`config.mk`:
```
export PLATFORM = sky130hd
export DESIGN_NAME = ipc_ctrl
export DESIGN_NICKNAME = d
export VERILOG_FILES = /design/src/ipc_pkg.sv /design/src/ipc_ctrl.sv /design/src/ipc_tick_gen.sv /design/src/ipc_arbiter.sv
export SDC_FILE = /design/constraint.sdc
export NUM_CORES = 1
export LEC_CHECK = 0
export ABC_AREA = 1
export BUFFER_PORTS_ARGS = -buffer_cell sky130_fd_sc_hd__buf_4
export CAP_MARGIN = 20
export CORE_MARGIN = 2
export CORE_UTILIZATION = 55
export DETAILED_ROUTE_END_ITERATION = 10
export PLACE_DENSITY = 0.81
export SYNTH_ARGS = -nofsm -noshare
export SYNTH_HDL_FRONTEND = slang
export SYNTH_SLANG_ARGS = --single-unit
```
`constraint.sdc`:
```
create_clock -name clock_i -period 19 [get_ports clock_i]
set_clock_uncertainty 0.05 [all_clocks]
set_input_delay 1.9 -clock clock_i [delete_from_list [all_inputs] [get_ports clock_i]]
set_output_delay 1.9 -clock clock_i [all_outputs]
set_load 0.03 [all_outputs]
```
`src/ipc_pkg.sv`:
```
// constants, types and helper functions of the priority interrupt controller
// assumes one 40 MHz clock; source index equals the polling position within a level
`default_nettype none
package ipc_pkg;

    localparam int unsigned NUM_SRC        = 13;
    localparam int unsigned STACK_DEPTH    = 3;
    localparam int unsigned QTR_PER_INSTR  = 4;

    // latency figures in quarters of an instruction cycle (3.25 and 16.25 cycles)
    localparam logic [6:0]  LAT_MIN_Q      = 7'h0d;
    localparam logic [6:0]  LAT_MAX_Q      = 7'h41;

    // source indices in polling order, 0 polled first
    localparam logic [3:0]  SRC_PWR        = 4'h0;
    localparam logic [3:0]  SRC_RTC        = 4'h1;
    localparam logic [3:0]  SRC_ENERGY     = 4'h2;
    localparam logic [3:0]  SRC_WDOG       = 4'h3;
    localparam logic [3:0]  SRC_TEMP       = 4'h4;
    localparam logic [3:0]  SRC_EXT0       = 4'h5;
    localparam logic [3:0]  SRC_TMR0       = 4'h6;
    localparam logic [3:0]  SRC_EXT1       = 4'h7;
    localparam logic [3:0]  SRC_TMR1       = 4'h8;
    localparam logic [3:0]  SRC_SERIAL     = 4'h9;
    localparam logic [3:0]  SRC_UART       = 4'ha;
    localparam logic [3:0]  SRC_TMR2       = 4'hb;
    localparam logic [3:0]  SRC_UART2      = 4'hc;

    // priority levels; none means no routine in service
    localparam logic [1:0]  LVL_NONE       = 2'h0;
    localparam logic [1:0]  LVL_LOW        = 2'h1;
    localparam logic [1:0]  LVL_HIGH       = 2'h2;
    localparam logic [1:0]  LVL_PWR        = 2'h3;

    // vector addresses indexed by source
    localparam logic [15:0] VEC_TABLE [NUM_SRC] = '{
        16'h0043, 16'h0053, 16'h004b, 16'h005b, 16'h0033, 16'h0003, 16'h000b,
        16'h0013, 16'h001b, 16'h003b, 16'h0023, 16'h002b, 16'h0063};

    localparam logic [15:0] RST_PC         = 16'h0000;

    typedef enum logic {IPC_IDLE, IPC_WAIT} ipc_state_t;

    // level of one source: power management sits alone above both user levels
    function automatic logic [1:0] ipc_src_lvl(input logic [3:0] idx, input logic hi);
        if (idx == SRC_PWR)
            return LVL_PWR;
        return hi ? LVL_HIGH : LVL_LOW;
    endfunction

endpackage
`default_nettype wire

```
`src/ipc_ctrl.sv`:
```
// priority interrupt controller: request capture, arbitration, vectoring, pc stack
// assumes core control bits arrive on this clock; external pins are asynchronous
`timescale 1ns/100ps
`default_nettype none
//////////////////////////////////////////////////////////////////////////////
// How it works
// - equal level: fixed thirteen-source polling order
// - power management alone on top level
// - deep-sleep wake makes external request pending
// - sleep events leave external flags untouched
// - temperature and serial requests latched until vectored
// - serial status clear never cancels pending request
// - rtc request follows alarm or interval flag
// - rtc routine entry leaves request alone
// - flag-driven sources not cleared on entry
// - external flag cleared only in edge mode
// - low level keeps external request asserted
// - grant pushes pc then loads vector
// - return pops saved pc
// - fixed vector address per source
// - one instruction between return or access and vector
// - at least 3.25 instruction cycles latency
// - worst high latency within 16.25 cycles
// - only pc saved on stack
// - temperature request has no visible flag
// - higher level preempts, never same level
// - global enable gates every source
module ipc_ctrl #(
    parameter int unsigned QTR_CYC = 2
) (
    // clock and reset
    input  wire logic        clock_i,
    input  wire logic        rst_b_i,
    // peripheral request flags
    input  wire logic        power_mgmt_flag_i,
    input  wire logic        rtc_alarm_flag_i,
    input  wire logic        rtc_interval_flag_i,
    input  wire logic        energy_meter_flag_i,
    input  wire logic        watchdog_timeout_flag_i,
    input  wire logic        temperature_irq_i,
    input  wire logic        timer0_overflow_flag_i,
    input  wire logic        timer1_overflow_flag_i,
    input  wire logic        serial_periph_irq_i,
    input  wire logic        uart_rx_tx_irq_i,
    input  wire logic        timer2_irq_i,
    input  wire logic        uart_second_rx_tx_irq_i,
    // external pins and wake-up
    input  wire logic        ext0_pin_b_i,
    input  wire logic        ext1_pin_b_i,
    input  wire logic [1:0]  ext_edge_select_i,
    input  wire logic        deep_sleep_mode_i,
    input  wire logic        ext0_wake_i,
    input  wire logic        ext1_wake_i,
    // configuration
    input  wire logic        global_irq_enable_i,
    input  wire logic [12:0] irq_enable_i,
    input  wire logic [12:0] priority_select_i,
    // core handshake
    input  wire logic [15:0] pc_i,
    input  wire logic        reti_i,
    input  wire logic        enable_prio_access_i,
    input  wire logic        instr_done_i,
    // vector and stack
    output logic             vec_valid_o,
    output logic [15:0]      vec_addr_o,
    output logic             push_valid_o,
    output logic [15:0]      push_pc_o,
    output logic             resume_valid_o,
    output logic [15:0]      resume_pc_o,
    output logic [12:0]      src_ack_o,
    output logic [1:0]       cur_level_o,
    // timer control flags
    output logic             ext0_irq_flag_o,
    output logic             ext1_irq_flag_o
);
    import ipc_pkg::*;

    typedef struct packed {
        logic [1:0]                  ext0_sync;
        logic [1:0]                  ext1_sync;
        logic                        ext0_prev;
        logic                        ext1_prev;
        logic                        ext0_flag;
        logic                        ext1_flag;
        logic                        ext0_wake;
        logic                        ext1_wake;
        logic                        temp_pend;
        logic                        serial_pend;
        logic                        hold;
        ipc_state_t                  st;
        logic [6:0]                  cnt;
        logic [3:0]                  idx;
        logic [1:0]                  lvl;
        logic [1:0]                  depth;
        logic [STACK_DEPTH-1:0][15:0] pc_stk;
        logic [STACK_DEPTH-1:0][1:0]  lvl_stk;
        logic                        vec_valid;
        logic [15:0]                 vec_addr;
        logic                        push_valid;
        logic [15:0]                 push_pc;
        logic                        resume_valid;
        logic [15:0]                 resume_pc;
        logic [12:0]                 ack;
        logic [1:0]                  lvl_out;
    } ipc_ctrl_st_t;

    ipc_ctrl_st_t st_ff;
    ipc_ctrl_st_t nxt_st;

    logic        qtr;
    logic        instr;
    logic [12:0] req;
    logic [12:0] elig;
    logic        win_vld;
    logic [3:0]  win_idx;
    logic [1:0]  win_lvl;
    logic [1:0]  cur_lvl;
    logic        ext0_low;
    logic        ext1_low;
    logic        ext0_fall;
    logic        ext1_fall;
    logic        vec_now;
    logic [15:0] top_pc;

    ipc_tick_gen #(.QTR_CYC(QTR_CYC)) u_tick (
        .clock_i (clock_i),
        .rst_b_i (rst_b_i),
        .qtr_o   (qtr),
        .instr_o (instr)
    );

    //////////////////////////////////////////////////////////////////////////
    // request formation

    assign ext0_low  = ~st_ff.ext0_sync[1];
    assign ext1_low  = ~st_ff.ext1_sync[1];
    assign ext0_fall = st_ff.ext0_prev & ~st_ff.ext0_sync[1];
    assign ext1_fall = st_ff.ext1_prev & ~st_ff.ext1_sync[1];
    assign cur_lvl   = st_ff.lvl_out;
    assign top_pc    = (st_ff.depth == 2'h0) ? RST_PC : st_ff.pc_stk[st_ff.depth - 2'h1];

    always_comb begin
        req             = '0;
        req[SRC_PWR]    = power_mgmt_flag_i;
        req[SRC_RTC]    = rtc_alarm_flag_i | rtc_interval_flag_i;
        req[SRC_ENERGY] = energy_meter_flag_i;
        req[SRC_WDOG]   = watchdog_timeout_flag_i;
        req[SRC_TEMP]   = st_ff.temp_pend;
        req[SRC_EXT0]   = st_ff.ext0_flag | st_ff.ext0_wake;
        req[SRC_TMR0]   = timer0_overflow_flag_i;
        req[SRC_EXT1]   = st_ff.ext1_flag | st_ff.ext1_wake;
        req[SRC_TMR1]   = timer1_overflow_flag_i;
        req[SRC_SERIAL] = st_ff.serial_pend;
        req[SRC_UART]   = uart_rx_tx_irq_i;
        req[SRC_TMR2]   = timer2_irq_i;
        req[SRC_UART2]  = uart_second_rx_tx_irq_i;
        elig            = req & irq_enable_i & {13{global_irq_enable_i}};
    end

    ipc_arbiter u_arb (
        .elig_i      (elig),
        .prio_high_i (priority_select_i),
        .cur_lvl_i   (cur_lvl),
        .win_vld_o   (win_vld),
        .win_idx_o   (win_idx),
        .win_lvl_o   (win_lvl)
    );

    // vector only if the captured request is still eligible; an rtc flag cleared meanwhile cancels it
    assign vec_now = (st_ff.st == IPC_WAIT) && qtr && (st_ff.cnt == 7'h01) && elig[st_ff.idx];

    //////////////////////////////////////////////////////////////////////////
    // next state

    always_comb begin
        nxt_st              = st_ff;
        nxt_st.vec_valid    = 1'b0;
        nxt_st.push_valid   = 1'b0;
        nxt_st.resume_valid = 1'b0;
        nxt_st.ack          = '0;
        nxt_st.ext0_sync    = {st_ff.ext0_sync[0], ext0_pin_b_i};
        nxt_st.ext1_sync    = {st_ff.ext1_sync[0], ext1_pin_b_i};
        nxt_st.ext0_prev    = st_ff.ext0_sync[1];
        nxt_st.ext1_prev    = st_ff.ext1_sync[1];

        // vector clears: external wake latches, edge-mode external flags, temperature and serial sources
        if (vec_now) begin
            if (st_ff.idx == SRC_EXT0) begin
                nxt_st.ext0_wake = 1'b0;
                if (ext_edge_select_i[0])
                    nxt_st.ext0_flag = 1'b0;
            end
            if (st_ff.idx == SRC_EXT1) begin
                nxt_st.ext1_wake = 1'b0;
                if (ext_edge_select_i[1])
                    nxt_st.ext1_flag = 1'b0;
            end
            if (st_ff.idx == SRC_TEMP)
                nxt_st.temp_pend = 1'b0;
            if (st_ff.idx == SRC_SERIAL)
                nxt_st.serial_pend = 1'b0;
        end

        // sets come after clears so a same-cycle event survives
        if (!deep_sleep_mode_i) begin
            if (!ext_edge_select_i[0])
                nxt_st.ext0_flag = ext0_low;
            else if (ext0_fall)
                nxt_st.ext0_flag = 1'b1;
            if (!ext_edge_select_i[1])
                nxt_st.ext1_flag = ext1_low;
            else if (ext1_fall)
                nxt_st.ext1_flag = 1'b1;
        end else begin
            if (ext0_wake_i)
                nxt_st.ext0_wake = 1'b1;
            if (ext1_wake_i)
                nxt_st.ext1_wake = 1'b1;
        end
        if (temperature_irq_i)
            nxt_st.temp_pend = 1'b1;
        if (serial_periph_irq_i)
            nxt_st.serial_pend = 1'b1;

        // hold-off until the next instruction completes
        if (instr_done_i)
            nxt_st.hold = 1'b0;
        if (reti_i || enable_prio_access_i)
            nxt_st.hold = 1'b1;

        unique case (st_ff.st)
            IPC_IDLE: begin
                if (instr && win_vld && !st_ff.hold) begin
                    nxt_st.st  = IPC_WAIT;
                    nxt_st.idx = win_idx;
                    nxt_st.lvl = win_lvl;
                    nxt_st.cnt = LAT_MIN_Q;
                end
            end
            IPC_WAIT: begin
                if (qtr) begin
                    nxt_st.cnt = st_ff.cnt - 7'h01;
                    if (st_ff.cnt == 7'h01)
                        nxt_st.st = IPC_IDLE;
                end
                if (vec_now) begin
                    nxt_st.push_valid              = 1'b1;
                    nxt_st.push_pc                 = pc_i;
                    nxt_st.pc_stk[st_ff.depth]     = pc_i;
                    nxt_st.lvl_stk[st_ff.depth]    = st_ff.lvl;
                    nxt_st.depth                   = st_ff.depth + 2'h1;
                    nxt_st.vec_valid               = 1'b1;
                    nxt_st.vec_addr                = VEC_TABLE[st_ff.idx];
                    nxt_st.ack[st_ff.idx]          = 1'b1;
                end
            end
        endcase

        // a return pops the saved pc and drops back one level
        if (reti_i && st_ff.depth != 2'h0 && !vec_now) begin
            nxt_st.resume_valid = 1'b1;
            nxt_st.resume_pc    = top_pc;
            nxt_st.depth        = st_ff.depth - 2'h1;
        end
        // level in service kept in a flop so the output needs no mux after it
        nxt_st.lvl_out = (nxt_st.depth == 2'h0) ? LVL_NONE : nxt_st.lvl_stk[nxt_st.depth - 2'h1];
    end

    always_ff @(posedge clock_i or negedge rst_b_i) begin
        if (!rst_b_i) begin
            st_ff           <= '0;
            st_ff.ext0_sync <= 2'h3;
            st_ff.ext1_sync <= 2'h3;
            st_ff.ext0_prev <= 1'b1;
            st_ff.ext1_prev <= 1'b1;
            st_ff.st        <= IPC_IDLE;
        end else begin
            st_ff <= nxt_st;
        end
    end

    assign vec_valid_o     = st_ff.vec_valid;
    assign vec_addr_o      = st_ff.vec_addr;
    assign push_valid_o    = st_ff.push_valid;
    assign push_pc_o       = st_ff.push_pc;
    assign resume_valid_o  = st_ff.resume_valid;
    assign resume_pc_o     = st_ff.resume_pc;
    assign src_ack_o       = st_ff.ack;
    assign cur_level_o     = st_ff.lvl_out;
    assign ext0_irq_flag_o = st_ff.ext0_flag;
    assign ext1_irq_flag_o = st_ff.ext1_flag;

    localparam int LAT_MAX_CYC = int'(LAT_MAX_Q) * int'(QTR_CYC);
endmodule // ipc_ctrl
`default_nettype wire

```
`src/ipc_tick_gen.sv`:
```
// quarter-instruction and instruction-cycle enable pulses
// assumes the core instruction cycle is a whole number of clocks split into four quarters
`timescale 1ns/100ps
`default_nettype none
module ipc_tick_gen #(
    parameter int unsigned QTR_CYC = 2
) (
    // clock and reset
    input  wire logic clock_i,
    input  wire logic rst_b_i,
    // enables
    output logic      qtr_o,
    output logic      instr_o
);
    import ipc_pkg::*;

    typedef struct packed {
        logic [7:0] div;
        logic [1:0] qtr;
        logic       qtr_p;
        logic       instr_p;
    } ipc_tick_st_t;

    ipc_tick_st_t st_ff;
    ipc_tick_st_t nxt_st;

    always_comb begin
        nxt_st         = st_ff;
        nxt_st.qtr_p   = 1'b0;
        nxt_st.instr_p = 1'b0;
        if (st_ff.div == 8'(QTR_CYC - 1)) begin
            nxt_st.div   = 8'h00;
            nxt_st.qtr_p = 1'b1;
            nxt_st.qtr   = st_ff.qtr + 2'h1;
            if (st_ff.qtr == 2'(QTR_PER_INSTR - 1)) begin
                nxt_st.instr_p = 1'b1;
            end
        end else begin
            nxt_st.div = st_ff.div + 8'h01;
        end
    end

    always_ff @(posedge clock_i or negedge rst_b_i) begin
        if (!rst_b_i) begin
            st_ff <= '0;
        end else begin
            st_ff <= nxt_st;
        end
    end

    assign qtr_o   = st_ff.qtr_p;
    assign instr_o = st_ff.instr_p;

endmodule // ipc_tick_gen
`default_nettype wire

```
`src/ipc_arbiter.sv`:
```
// picks the winning source: highest level first, polling order within a level
// assumes eligible requests already gated by enables; purely combinational
`timescale 1ns/100ps
`default_nettype none
module ipc_arbiter (
    // requests
    input  wire logic [12:0] elig_i,
    input  wire logic [12:0] prio_high_i,
    input  wire logic [1:0]  cur_lvl_i,
    // winner
    output logic             win_vld_o,
    output logic [3:0]       win_idx_o,
    output logic [1:0]       win_lvl_o
);
    import ipc_pkg::*;

    logic [1:0] lvl;

    always_comb begin
        win_vld_o = 1'b0;
        win_idx_o = 4'h0;
        win_lvl_o = LVL_NONE;
        lvl       = LVL_NONE;
        // scan from the last polled source so the first polled at the top level wins
        for (int i = NUM_SRC - 1; i >= 0; i--) begin
            lvl = ipc_src_lvl(4'(i), prio_high_i[i]);
            if (elig_i[i] && lvl >= win_lvl_o) begin
                win_idx_o = 4'(i);
                win_lvl_o = lvl;
            end
        end
        // only a strictly higher level preempts the routine in service
        win_vld_o = (|elig_i) && (win_lvl_o > cur_lvl_i);
    end

endmodule // ipc_arbiter
`default_nettype wire

```
# After elaboration in Yosys (flattened, before gate mapping)

Memory sizes are Yosys's and may differ from the RTL's.
Cells that the tools add are included.

Flip-flop bits (word level): 161
Memory bits (read-only): 256
Bits of input ports: 67
Output and inout port bits: 68
Logic and storage cells: 212
Memories kept: 1

$add $sub $neg: 6
Order comparisons: 21
Equal/unequal tests: 9
Mux-type cells: 90
Bitwise logic cells: 11
Reductions and logical operators: 40

Memories:

| memory          | depth | bits a word | rd ports | clocked after Yosys merged registers in | write ports | line            | text |
|---|---|---|---|---|---|---|---|
| (no name shown) | 16    | 16          | 1        | 0                                       | 0           | ipc_ctrl.sv:253 | `nxt_st.vec_addr = VEC_TABLE[st_ff.idx];` |

Operator list:

| operator                                                                     | number |
|---|---|
| 90-bit 2-to-1 mux                                                            | 2 |
| 16-bit 2-to-1 mux                                                            | 5 |
| 2-bit 2-to-1 mux                                                             | 32 |
| 4-bit 2-to-1 mux                                                             | 13 |
| 48-bit bitwise mux                                                           | 1 |
| 16-bit binary-select mux with 2-bit select                                   | 1 |
| 16-bit demux with 2-bit select                                               | 1 |
| 13-bit bitwise AND                                                           | 2 |
| 13-bit 2-to-1 mux                                                            | 2 |
| 1-bit logical AND                                                            | 23 |
| 2-bit >= comparator                                                          | 11 |
| 1-bit 2-to-1 mux                                                             | 22 |
| 17-bit 2-to-1 mux                                                            | 1 |
| 8-bit 2-to-1 mux                                                             | 2 |
| 8-bit one-hot mux with 2 select lines                                        | 1 |
| 14-bit 2-to-1 mux                                                            | 1 |
| 13-bit OR reduction                                                          | 1 |
| 4-bit by 3-bit == test with 1-bit output, second input constant              | 3 |
| 2-bit nonzero test                                                           | 6 |
| 2-bit AND reduction                                                          | 5 |
| 2-bit by 3-bit less-than comparator with 1-bit output, second input constant | 3 |
| 8-bit by 1-bit adder with 8-bit output, second input constant                | 1 |
| 8-bit by 1-bit == test with 1-bit output, second input constant              | 1 |
| 7-bit by 1-bit == test with 1-bit output, second input constant              | 1 |
| other kinds (26)                                                             | 36 |

# Longest topological paths before layout

Gate-level depths: netlist of the first run.

Word-level depth: 47
Gate-level depth with buffers: 105

# By module

Synthesis of the first run repeated with hierarchy kept, for this count alone.

Cell total of the unflattened synthesis: 991
Area, all modules: 8102.8 µm²

Modules (own cells, without submodules):

| module       | instances | cells each | area an instance (µm²) | sequential area each (µm²) |
|---|---|---|---|---|
| ipc_ctrl     | 1         | 717        | 6427.4                 | 3435.8 |
| ipc_arbiter  | 1         | 195        | 1064.8                 | 0.0 |
| ipc_tick_gen | 1         | 79         | 610.6                  | 300.3 |

# Worst setup path after synthesis of the first run

OpenSTA, ideal clock, no wires.

Kind: input -> register
From: input uart_second_rx_tx_irq_i
To: register st_ff[126] in the netlist's numbering
Arrival time: 12.426 ns
Required time: 18.868 ns
Slack: 6.442 ns
Stages on the path: 93
Cells stage by stage: nand3_2 > nor2_2 > inv_1 > ha_1 > nand2_1 > nand3_1 > nand2_4 > nand2_1 > nand2_1 > inv_1 > ha_1 > inv_1 > nand2_1 > o21ai_1 > clkinv_1 > nand3_1 > nand3_1 > nand2_1 > (+57 left out) > nand2_2 > nand2_1 > ha_1 > o21ai_0 > nand2_1 > nand2_1 > inv_1 > nor2_1 > nand3_2 > nand2_1 > ha_1 > a211oi_1 > nand3_1 > nor2_1 > inv_1 > nor2_1 > nand3_1 > o22ai_1

Cells in the longest elaborated chain, start to end: 45
Elaborated cells between the ends (all ways): 59

Ends and longest elaborated chain:

| item                                 | line              | text |
|---|---|---|
| start: declaration                   | ipc_ctrl.sv:46    | `input wire logic uart_second_rx_tx_irq_i,` |
| 13-bit bitwise AND (*) (2 in series) | ipc_ctrl.sv:157   | `elig = req & irq_enable_i & {13{global_irq_enable_i}};` |
| 1-bit logical AND                    | ipc_arbiter.sv:27 | `if (elig_i[i] && lvl >= win_lvl_o) begin` |
| 2-bit 2-to-1 mux                     | ipc_arbiter.sv:27 |  |
| 2-bit >= comparator                  | ipc_arbiter.sv:27 |  |
| 1-bit logical AND                    | ipc_arbiter.sv:27 |  |
| 2-bit 2-to-1 mux                     | ipc_arbiter.sv:27 |  |
| 2-bit >= comparator                  | ipc_arbiter.sv:27 |  |
| 1-bit logical AND                    | ipc_arbiter.sv:27 |  |
| (+27 left out)                       | -                 |  |
| 2-bit 2-to-1 mux                     | ipc_arbiter.sv:27 |  |
| 2-bit >= comparator                  | ipc_arbiter.sv:27 |  |
| 1-bit logical AND                    | ipc_arbiter.sv:27 |  |
| 2-bit 2-to-1 mux                     | ipc_arbiter.sv:27 |  |
| 2-bit > comparator                   | ipc_arbiter.sv:33 | `win_vld_o = (\|elig_i) && (win_lvl_o > cur_lvl_i);` |
| 1-bit logical AND                    | ipc_arbiter.sv:33 |  |
| 1-bit logical AND (2 in series)      | ipc_ctrl.sv:233   | `if (instr && win_vld && !st_ff.hold) begin` |
| 2-bit AND reduction (no source line) | -                 |  |
| end signal: assignment               | ipc_ctrl.sv:278   | `st_ff <= nxt_st;` |
| end: declaration                     | ipc_ctrl.sv:107   | `ipc_ctrl_st_t st_ff;` |

Mark *: on every way between the ends. The rest lies on a longest branch, timed or not.
A chain may end at the register's enable or synchronous reset.

# Final worst setup path of the first run

From: input global_irq_enable_i
To: register st_ff[127] in the netlist's numbering

Cells in the longest elaborated chain, start to end: 44
Elaborated cells between the ends (all ways): 58

Ends and longest elaborated chain:

| item                                     | line              | text |
|---|---|---|
| start: declaration                       | ipc_ctrl.sv:55    | `input wire logic global_irq_enable_i,` |
| 13-bit bitwise AND (*)                   | ipc_ctrl.sv:157   |  |
| 1-bit logical AND                        | ipc_arbiter.sv:27 |  |
| 2-bit 2-to-1 mux                         | ipc_arbiter.sv:27 |  |
| 2-bit >= comparator                      | ipc_arbiter.sv:27 |  |
| 1-bit logical AND                        | ipc_arbiter.sv:27 |  |
| 2-bit 2-to-1 mux                         | ipc_arbiter.sv:27 |  |
| 2-bit >= comparator                      | ipc_arbiter.sv:27 |  |
| 1-bit logical AND                        | ipc_arbiter.sv:27 |  |
| (+28 left out)                           | -                 |  |
| 2-bit >= comparator                      | ipc_arbiter.sv:27 |  |
| 1-bit logical AND                        | ipc_arbiter.sv:27 |  |
| 2-bit 2-to-1 mux (*)                     | ipc_arbiter.sv:27 |  |
| named net u_arb.win_lvl_o[1]             | ipc_arbiter.sv:13 | `output logic [1:0] win_lvl_o` |
| 2-bit > comparator (*)                   | ipc_arbiter.sv:33 |  |
| 1-bit logical AND (*)                    | ipc_arbiter.sv:33 |  |
| 1-bit logical AND (*) (2 in series)      | ipc_ctrl.sv:233   |  |
| 2-bit AND reduction (no source line) (*) | -                 |  |

Mark *: on every way through the listed nets, which the timed path passes. The rest lies on a longest branch.

==> out/qor.csv, run 1 <==
stage;metric;value;unit
global_routing;overflow;0;
global_routing;grt_use_met2;39.3;%
die;start_util;56.5;%
layout;area_growth;15.9;%
route;post-route-drc-count;0;
timing;min_period_over_period;72.7;%
timing;tightestPinTransition;0.878;ns
clock_tree;cts_max_level;4;
global_routing;grt_first_pass_wirelength;28.1;mm
timing;fmax;72.3;MHz
route;avgRoutedWirePerCell;14.2;um
clock_tree;numCtsBuffers;17;
clock_tree;post_cts_resized;0;
die;rows;43;
route;final_antenna_net_count;0;
timing;rsz0062_at_grt;false;
run;drv_cap;0;
timing;hold_viol;0;
worst_setup_path;slowest_delay;0.36;ns
route;via_per_inst;5.29;
pwr;pwr_density_cell;99.4;nW/um^2
route;drt_first_pass_iters;5;
worst_setup_path;cp_slowest_cell;o31ai_1;
synth;syn_area;7840;um^2
synth;ys_ff_latch;149;
route;first_iter_violations;524;
die;io-pin-count;135;
synth;yosysWarnings;0;
worst_setup_path;cp-start-kind;input pin;
layout;drive_gt1_share;19.4;%
clock_tree;postCtsHoldBufs;0;
clock_tree;cts_tree;built;
die;die_w;123;um
global_routing;grt.total_usage;23.5;%
layout;final_core_util;65.5;%
global_routing;grt_pass1_vias;5954;
timing;setup_viol;0;
worst_setup_path;cpMostUsedCell;nand2_1;
worst_setup_path;cp-end-kind;flip-flop;
pwr;fin_total_pwr;0.904;mW
worst_setup_path;crit_fanout;13;
die;die_h;123;um
layout;finalNonFillerCells;1188;
timing;drv_slew;0;
status;outcome;finished clean;
timing;tns;0;ns
route;wirelength;16.9;mm
global_routing;grt_max_degree;79;
clock_tree;clkTransAtPathRegs;0.07;ns
worst_setup_path;crit_buf_inv;18;
pwr;leakage;4.75;nW
worst_setup_path;criticalPathCategory;in -> reg;
worst_hold_path;hp-class;reg -> reg;
worst_setup_path;arrival;14.10;ns
placement;placedCellCount;1156;
synth;syn_inst;930;
timing;period_needed;13.82;ns
layout;nets;1094;
die;dieArea;15200;um^2
global_routing;gr-usage-met3;4.06;%
synth;syn_avg_cell_area;8.43;um^2
placement;io_buffers;123;
route;vias;6285;
global_routing;busiest_layer;met2;
clock_tree;post_cts_buffers;0;
clock_tree;cts.path.max_buffers;2;
worst_setup_path;crit_family;simple AND/OR/NAND/NOR gates;
pwr;ir_worst_vdd;0.0933;mV
placement;gp_congestion;0.864;
layout;n_antenna_cell;0;
placement;hpwl;11.4;mm
timing;maxSlewHeadroom;41.4;%
die;coreArea;13900;um^2
synth;synth-seq-area-share;47.6;%
global_routing;antenna_found_initial;0;
clock_tree;cts_root_buffer;clkbuf_16;
clock_tree;clk_latency;0.42;ns
clock_tree;cts_sinks;149;
synth;post_synth_num_cell_types;44;
worst_setup_path;crit_required;19.28;ns
global_routing;met1_usage;30.8;%
==> through the flow <==
stage	area, um^2	hold slack, ns	worst slack, ns
after floorplan	7880	0.295	6.44
after global placement	8460	0.295	5.15
after detailed placement	8460	0.297	4.86
after CTS	9090	0.307	5.24
after global routing	9090	0.309	3.63
final	9090	0.306	5.18
==> cells in the mapped netlist, drive strengths merged <==
master	n	share of area, %
o21a	1	0.096
mux2i	6	0.77
clkbuf	16	0.77
or2	2	0.16
nand2	197	9.9
xnor2	4	0.45
o21bai	4	0.38
nor4	5	0.40
inv	119	5.7
o211ai	6	0.64
clkinv	4	0.21
xor2	6	0.67
a21oi	65	4.2
a22o	1	0.11
o2111ai	2	0.22
ha	32	5.1
o31ai	4	0.38
conb	1	0.048
a211oi	1	0.096
dfrtp	143	46
o22ai	9	0.72
nand4	5	0.40
nand3	43	3.5
nor3	14	0.89
dfstp	6	2.0
a31oi	1	0.080
buf	73	6.8
o21ai	104	6.6
nor2	51	2.7
and2	3	0.24
a21o	2	0.19
==> placed cells by master, fill, tap and decap left out, types with 3 or more instances in the layout <==
master / netlist / routed
nand4_1: 5 / 5
o21ai_1: 11 / 11
a21oi_1: 64 / 64
dfrtp_1: 143 / 143
inv_8: 0 / 4
nor2_1: 49 / 49
clkbuf_16: 0 / 17
nand2_2: 5 / 5
nand3_2: 12 / 12
nor4_1: 5 / 5
mux2i_1: 6 / 6
nor3_1: 14 / 14
o21bai_1: 4 / 4
xnor2_1: 4 / 4
inv_2: 5 / 5
nand3_1: 31 / 31
o21ai_0: 93 / 93
bufinv_16: 0 / 3
nand2_1: 189 / 189
inv_1: 114 / 114
clkinv_1: 3 / 3
nand2_4: 3 / 3
o31ai_1: 4 / 4
o211ai_1: 5 / 5
ha_1: 32 / 32
buf_4: 65 / 125
dfstp_2: 6 / 6
xor2_1: 6 / 6
o22ai_1: 9 / 9
conb_1: 1 / 10
and2_1: 3 / 3
==> layer usage <==
layer / vias up / part of all wire (%)
met4: 0 / 1.8
met3: 24 / 4.6
met1: 3000 / 43
met5: - / 0
met2: 186 / 50
li1: 3075 / -
==> layout make-up <==
class                   count  area (um^2)
flip-flops and latches    149         3740
repair buffers            126          950
fillers                  1148         4790
well taps                 180          225
clock inverters            14          190
clock buffers              18          439
inverters                 123          463
multi-input cells         578         3090
==> final timing paths <==
path | start | slack (ns) | cells past startpoint | endpoint
min reg2reg | nxt_st[146] | 0.31 | 0 | nxt_st[143]
min | nxt_st[146] | 0.31 | 0 | nxt_st[143]
max reg2reg | req[9] | 8.84 | 73 | st_ff[127]
min in group asynchronous | rst_b_i | 1.45 | 1 | src_ack_o[5]
max | global_irq_enable_i | 5.18 | 93 | st_ff[127]
max in group asynchronous | rst_b_i | 16.09 | 2 | asynchronous set/reset pin
==> report_power, final <==
part	total, mW	switching, mW	internal (mW)
Combinational	0.197	0.132	0.0642
Clock	0.355	0.141	0.215
Sequential	0.352	0.0162	0.336
==> cell families after synthesis <==
family	after synthesis	synth area share (%)
flops	149	47.6
other cells	1	0.0478
buf+inv	212	13.4
mux	6	0.766
fa+ha+maj	32	5.10
simple gates	320	18.2
compound gates	200	13.8
xor+xnor	10	1.12
(Power assumes the default switching activity.)
==> run 2: changes to the inputs <==
Settings changed: CORE_UTILIZATION 55 to 51, PLACE_DENSITY 0.81 to 0.79.
Clock period 19 ns to 11.5 ns, I/O delays scaled along.
==> out/qor.csv, run 2 (synthesis results as in run 1) <==
stage;metric;value;unit;change
status;outcome;finished clean;;
timing;min_period_over_period;99.3;%;
clock_tree;cts_max_level;4;;unchanged
timing;rsz0062_at_grt;true;;
route;post-route-drc-count;0;;unchanged
worst_setup_path;reg2reg_slack;2.36;ns;-6.48 ns
die;rows;45;;+4.7%
global_routing;grt_max_degree;95;;+20%
worst_setup_path;r2r_start;req[9];;
worst_setup_path;crit_fanout;6;;-7
placement;hpwl;11.9;mm;+4.6%
worst_setup_path;cp-start-kind;input pin;;
clock_tree;cts_root_buffer;clkbuf_16;;
timing;tns;0;ns;unchanged
placement;gp_congestion;0.882;;+2.1%
global_routing;grt_pass1_vias;6526;;+9.6%
layout;layout_common_cells;buf_4 (218), nand2_1 (162), dfrtp_1 (143);;
route;first_iter_violations;531;;+1.3%
timing;tightestPinTransition;0.854;ns;-0.0241 ns
layout;mostFrequentLayoutCell;buf_4;;
layout;n_antenna_cell;0;;unchanged
clock_tree;numCtsBuffers;17;;unchanged
timing;fmax;87.6;MHz;
layout;drive_gt1_share;35.5;%;+16 points
worst_setup_path;crit_required;11.74;ns;-7.54 ns
clock_tree;cts.path.max_buffers;2;;unchanged
pwr;pwr_density_cell;152;nW/um^2;+53%
timing;maxSlewHeadroom;43.0;%;+1.6 points
worst_hold_path;hp-class;reg -> reg;;
route;wirelength;20.4;mm;+21%
global_routing;antenna_found_initial;0;;unchanged
route;final_antenna_net_count;0;;unchanged
route;avgRoutedWirePerCell;15.7;um;+11%
clock_tree;clkTransAtPathRegs;0.06;ns;about the same
worst_setup_path;arrival;11.66;ns;-2.44 ns
pwr;ir_worst_vdd;0.107;mV;+15%
global_routing;grt.total_usage;23.9;%;+0.37 points
worst_hold_path;min_from;nxt_st[146];;
worst_setup_path;slowest_delay;0.31;ns;-0.05 ns
worst_hold_path;whs_path_depth;0;;unchanged
route;vias;6911;;+10%
timing;drv_slew;0;;unchanged
clock_tree;cts_tree;built;;
route;drt_first_pass_iters;6;;+1
layout;nets;1194;;+9.1%
placement;place_area;8840;um^2;+4.5%
worst_setup_path;cpMostUsedCell;nand2_2;;
timing;hold_viol;0;;unchanged
layout;area_growth;32.3;%;
run;drv_cap;0;;unchanged
die;start_util;52.0;%;-4.5 points
worst_hold_path;holdPathEnd;nxt_st[143];;
global_routing;grt_first_pass_wirelength;31.0;mm;+10%
timing;setup_viol;0;;unchanged
global_routing;overflow;0;;unchanged
die;dieArea;16400;um^2;+7.6%
worst_setup_path;criticalPathCategory;in -> reg;;
placement;io_buffers;123;;unchanged
clock_tree;cts_sinks;149;;unchanged
worst_setup_path;reg2reg_depth;67;;-8.2%
layout;post-route-cell-area;10400;um^2;+14%
clock_tree;clk_latency;0.42;ns;about the same
clock_tree;postCtsHoldBufs;0;;unchanged
die;coreArea;15100;um^2;+8.7%
route;via_per_inst;5.33;;+0.80%
pwr;leakage;5.25;nW;+10%
worst_setup_path;cp_slowest_cell;ha_4;;
die;die_w;128;um;+3.7%
layout;finalNonFillerCells;1296;;+9.1%
worst_setup_path;cp-end-kind;flip-flop;;
die;io-pin-count;135;;unchanged
timing;period_needed;11.42;ns;
worst_setup_path;r2r_end;st_ff[126];;
timing;fin_hold_ws;0.306;ns;-0.000668 ns
die;die_h;128;um;+3.7%
placement;placedCellCount;1209;;+4.6%
run 2: cell count changes in the layout (fill, tap and decap cells not counted), moves of 7 or more:
cell     before  now
o21ai_2       0    8
nor2_4        0    7
inv_2         5   22
o21ai_0      93   84
ha_4          0   14
nand3_1      31   21
buf_6         1    8
ha_1         32   18
inv_1       114   94
nand2_2       5   27
nand3_2      12   19
nand2_1     189  162
buf_4       125  218
run 2: worst max path at each step:
stage                                        from         end  slack [ns]  cells past startpoint
after floorplan           uart_second_rx_tx_irq_i  st_ff[126]       0.009                     92
after global placement    uart_second_rx_tx_irq_i  st_ff[127]       -0.52                     93
after detailed placement  uart_second_rx_tx_irq_i  st_ff[126]       -0.86                     95
after CTS                 uart_second_rx_tx_irq_i  st_ff[126]        0.01                     95
after global routing        priority_select_i[12]  st_ff[127]       -0.55                     89
final                     uart_second_rx_tx_irq_i  st_ff[126]        0.08                     87
run 2: worst max-delay path: cells and delay by family:
kind | cells | cell delay (ns)
AOI/OAI and AO/OA | 13 | 1.94
adders and majority gates | 12 | 3.18
buffers and inverters | 18 | 1.37
and+or+nand+nor | 44 | 3.93
run 2: timing repair:
| item | in CTS | in global routing |
|---|---|---|
| setup endpoints to repair | 14 | 14 |
| pin swaps | 23 | 72 |
| setup buffers | 40 | 20 |
| resized for setup | 24 | 107 |
run 2: per-layer routing:
layer	share of wire [%]	global-route usage [%]
met1	39	28.6
met2	53	42.3
met3	4.1	3.63
met4	3.7	11.2
met5	0	0
run 2: final cells by class:
class	instances	area, um^2
fillers	1123	4710
flip-flops and latches	149	3740
multi-input cells	578	3610
repair buffers	226	1730
inverters	123	475
clock buffers	18	439
well taps	188	235
clock inverters	14	161
run 2: metrics by stage:
step	total power, mW	setup slack, ns	utilization (%)
CTS	1.52	0.00982	65.2
detailed placement	0.938	-0.860	58.6
floorplan	0.833	0.00871	-
global route	1.65	-0.547	68.8
finish	1.58	0.0816	68.8
global placement	0.929	-0.515	58.6
run 2: where the power goes:
part / leakage (nW) / internal, mW / total, mW / switching [mW]
clock: 0.290 / 0.331 / 0.561 / 0.231
combinational: 3.02 / 0.166 / 0.437 / 0.271
sequential: 1.94 / 0.555 / 0.582 / 0.0275
total: 5.25 / 1.05 / 1.58 / 0.529
==> run 3: changes to the inputs <==
Settings changed: BUFFER_PORTS_ARGS -buffer_cell sky130_fd_sc_hd__buf_4 to not set, CORE_UTILIZATION 51 to 55, DONT_BUFFER_PORTS set to 1, PLACE_DENSITY 0.79 to 0.73, SLEW_MARGIN set to 20.
Clock period 11.5 ns to 12.2 ns, I/O delays scaled along.
==> out/qor.csv, run 3 (synthesis results as in run 1) <==
stage;metric;value;unit;change
worst_setup_path;crit_fanout;7;;+1
worst_setup_path;crit_buf_inv;22;;+4
layout;post-route-cell-area;8550;um^2;-18%
layout;layout_common_cells;nand2_1 (180), dfrtp_1 (143), inv_1 (109);;
global_routing;grt_pass1_vias;5482;;-16%
route;post-route-drc-count;0;;unchanged
clock_tree;clk_latency;0.41;ns;about the same
die;coreArea;13900;um^2;-8.0%
timing;tightestPinTransition;0.889;ns;+0.0353 ns
die;io-pin-count;135;;unchanged
layout;fillers;1182;;+5.3%
route;via_per_inst;5.30;;-0.57%
timing;setup_viol;0;;unchanged
die;start_util;56.5;%;+4.5 points
timing;hold_viol;0;;unchanged
route;avgRoutedWirePerCell;15.2;um;-3.6%
run;drv_cap;0;;unchanged
timing;fmax;86.0;MHz;
global_routing;grt.total_usage;22.0;%;-1.9 points
clock_tree;clkTransAtPathRegs;0.06;ns;about the same
die;rows;43;;-4.4%
placement;gp_congestion;0.839;;-4.9%
global_routing;antenna_found_initial;1;;+1
worst_setup_path;cp-start-kind;input pin;;
die;dieArea;15200;um^2;-7.0%
pwr;pwr_density_cell;154;nW/um^2;+1.4%
global_routing;overflow;0;;unchanged
worst_setup_path;slowest_delay;0.32;ns;about the same
placement;io_buffers;0;;-100%
timing;postLayoutSetupSlackWorst;0.572;ns;+0.490 ns
placement;hpwl;11.2;mm;-6.4%
die;die_w;123;um;-3.6%
clock_tree;cts_sinks;149;;unchanged
route;vias;5806;;-16%
global_routing;grt_max_degree;150;;+58%
worst_setup_path;criticalPathCategory;in -> reg;;
global_routing;grt_first_pass_wirelength;26.2;mm;-15%
timing;maxSlewHeadroom;40.7;%;-2.4 points
worst_setup_path;crit_required;12.50;ns;+0.76 ns
timing;min_period_over_period;95.3;%;
clock_tree;cts_max_level;4;;unchanged
route;final_antenna_net_count;0;;unchanged
layout;drive_gt1_share;16.1;%;-19 points
route;first_iter_violations;392;;-26%
route;wirelength;16.6;mm;-19%
pwr;ir_worst_vdd;0.106;mV;-0.40%
worst_setup_path;arrival;11.93;ns;+0.27 ns
layout;nets;1001;;-16%
worst_setup_path;cp_slowest_cell;ha_1;;
worst_setup_path;cpMostUsedCell;nand2_1;;
clock_tree;cts.path.max_buffers;2;;unchanged
layout;mostFrequentLayoutCell;nand2_1;;
pwr;leakage;4.25;nW;-19%
placement;dp_slack;-0.361;ns;+0.499 ns
layout;area_growth;9.03;%;
die;die_h;123;um;-3.6%
route;drt_first_pass_iters;5;;-1
worst_setup_path;crit_family;simple AND/OR/NAND/NOR gates;;
clock_tree;cts_tree;built;;
worst_setup_path;cp-end-kind;flip-flop;;
timing;drv_slew;0;;unchanged
placement;place_area;7690;um^2;-13%
layout;n_antenna_cell;0;;unchanged
status;outcome;finished clean;;
clock_tree;numCtsBuffers;17;;unchanged
worst_hold_path;hp-class;reg -> reg;;
timing;period_needed;11.63;ns;
clock_tree;cts_root_buffer;clkbuf_16;;
[run 3: cell types whose count changed in the layout (fill, tap and decap cells not counted), moves of 8 or more]
cell     previous run  this run
buf_6               8         0
buf_4             218        33
ha_4               14         5
nand2_2            27        14
nand2_1           162       180
inv_1              94       109
inv_2              22        10
ha_1               18        27
[run 3: through the flow]
stage	utilization [%]	cells	power (mW)	setup TNS (ns)	hold slack, ns
CTS	59.5	1086	1.31	0	0.308
finish	61.6	1095	1.32	0	0.307
floorplan	-	939	0.783	0	0.295
detailed placement	55.4	1054	0.809	-3.55	0.299
global placement	55.4	1054	0.804	-0.313	0.296
global route	61.6	1095	1.39	-1.69	0.309
[run 3: worst register-to-register path, delay by kind of cell, from the launching register on]
family	cells	cell delay, ns
AND/OR/NAND/NOR	36	3.31
adder cells (fa/ha/maj)	9	2.44
flip-flops	1	0.34
AO/OA/AOI/OAI	10	1.53
buffers and inverters	18	1.47
[run 3: final cells by class]
cell class	count	area, um^2	area share, %
inverters	123	467	5.46
clock inverters	15	146	1.71
clock buffers	17	425	4.97
repair buffers	33	248	2.90
multi-input cells	578	3300	38.6
well taps	180	225	2.63
flip-flops and latches	149	3740	43.7
[run 3: power breakdown]
| part | internal [mW] | leakage (nW) | switching (mW) |
|---|---|---|---|
| Clock | 0.286 | 0.275 | 0.216 |
| Sequential | 0.522 | 1.94 | 0.0759 |
| Combinational | 0.0727 | 2.03 | 0.147 |
| Total | 0.881 | 4.25 | 0.439 |
[run 3: layer usage]
layer	up-vias	GRT usage [%]	share of wire (%)
met4	2	7.81	1.2
met1	2762	29.3	44
met2	129	34.9	50
met3	20	5.63	4.8
li1	2893	-	-
met5	-	0	0.078
[run 3: timing repair]
action / in CTS / in global routing
endpoints found under the setup margin: 0 / 14
buffers inserted: 0 / 9
gates resized for setup: 0 / 53
hold buffers: 0 / 0
[run 3: final timing paths]
| kind | from | slack (ns) | end | depth (start not counted) |
|---|---|---|---|---|
| worst min register to register | nxt_st[148] | 0.31 | nxt_st[144] | 0 |
| worst min-delay path | nxt_st[148] | 0.31 | nxt_st[144] | 0 |
| worst max-delay path | uart_second_rx_tx_irq_i | 0.57 | st_ff[133] | 93 |
| max in group asynchronous | rst_b_i | 11.35 | st_ff[131] | 0 |
| min in group asynchronous | rst_b_i | 0.46 | req[4] | 0 |
| worst max register to register | req[9] | 3.01 | st_ff[133] | 73 |
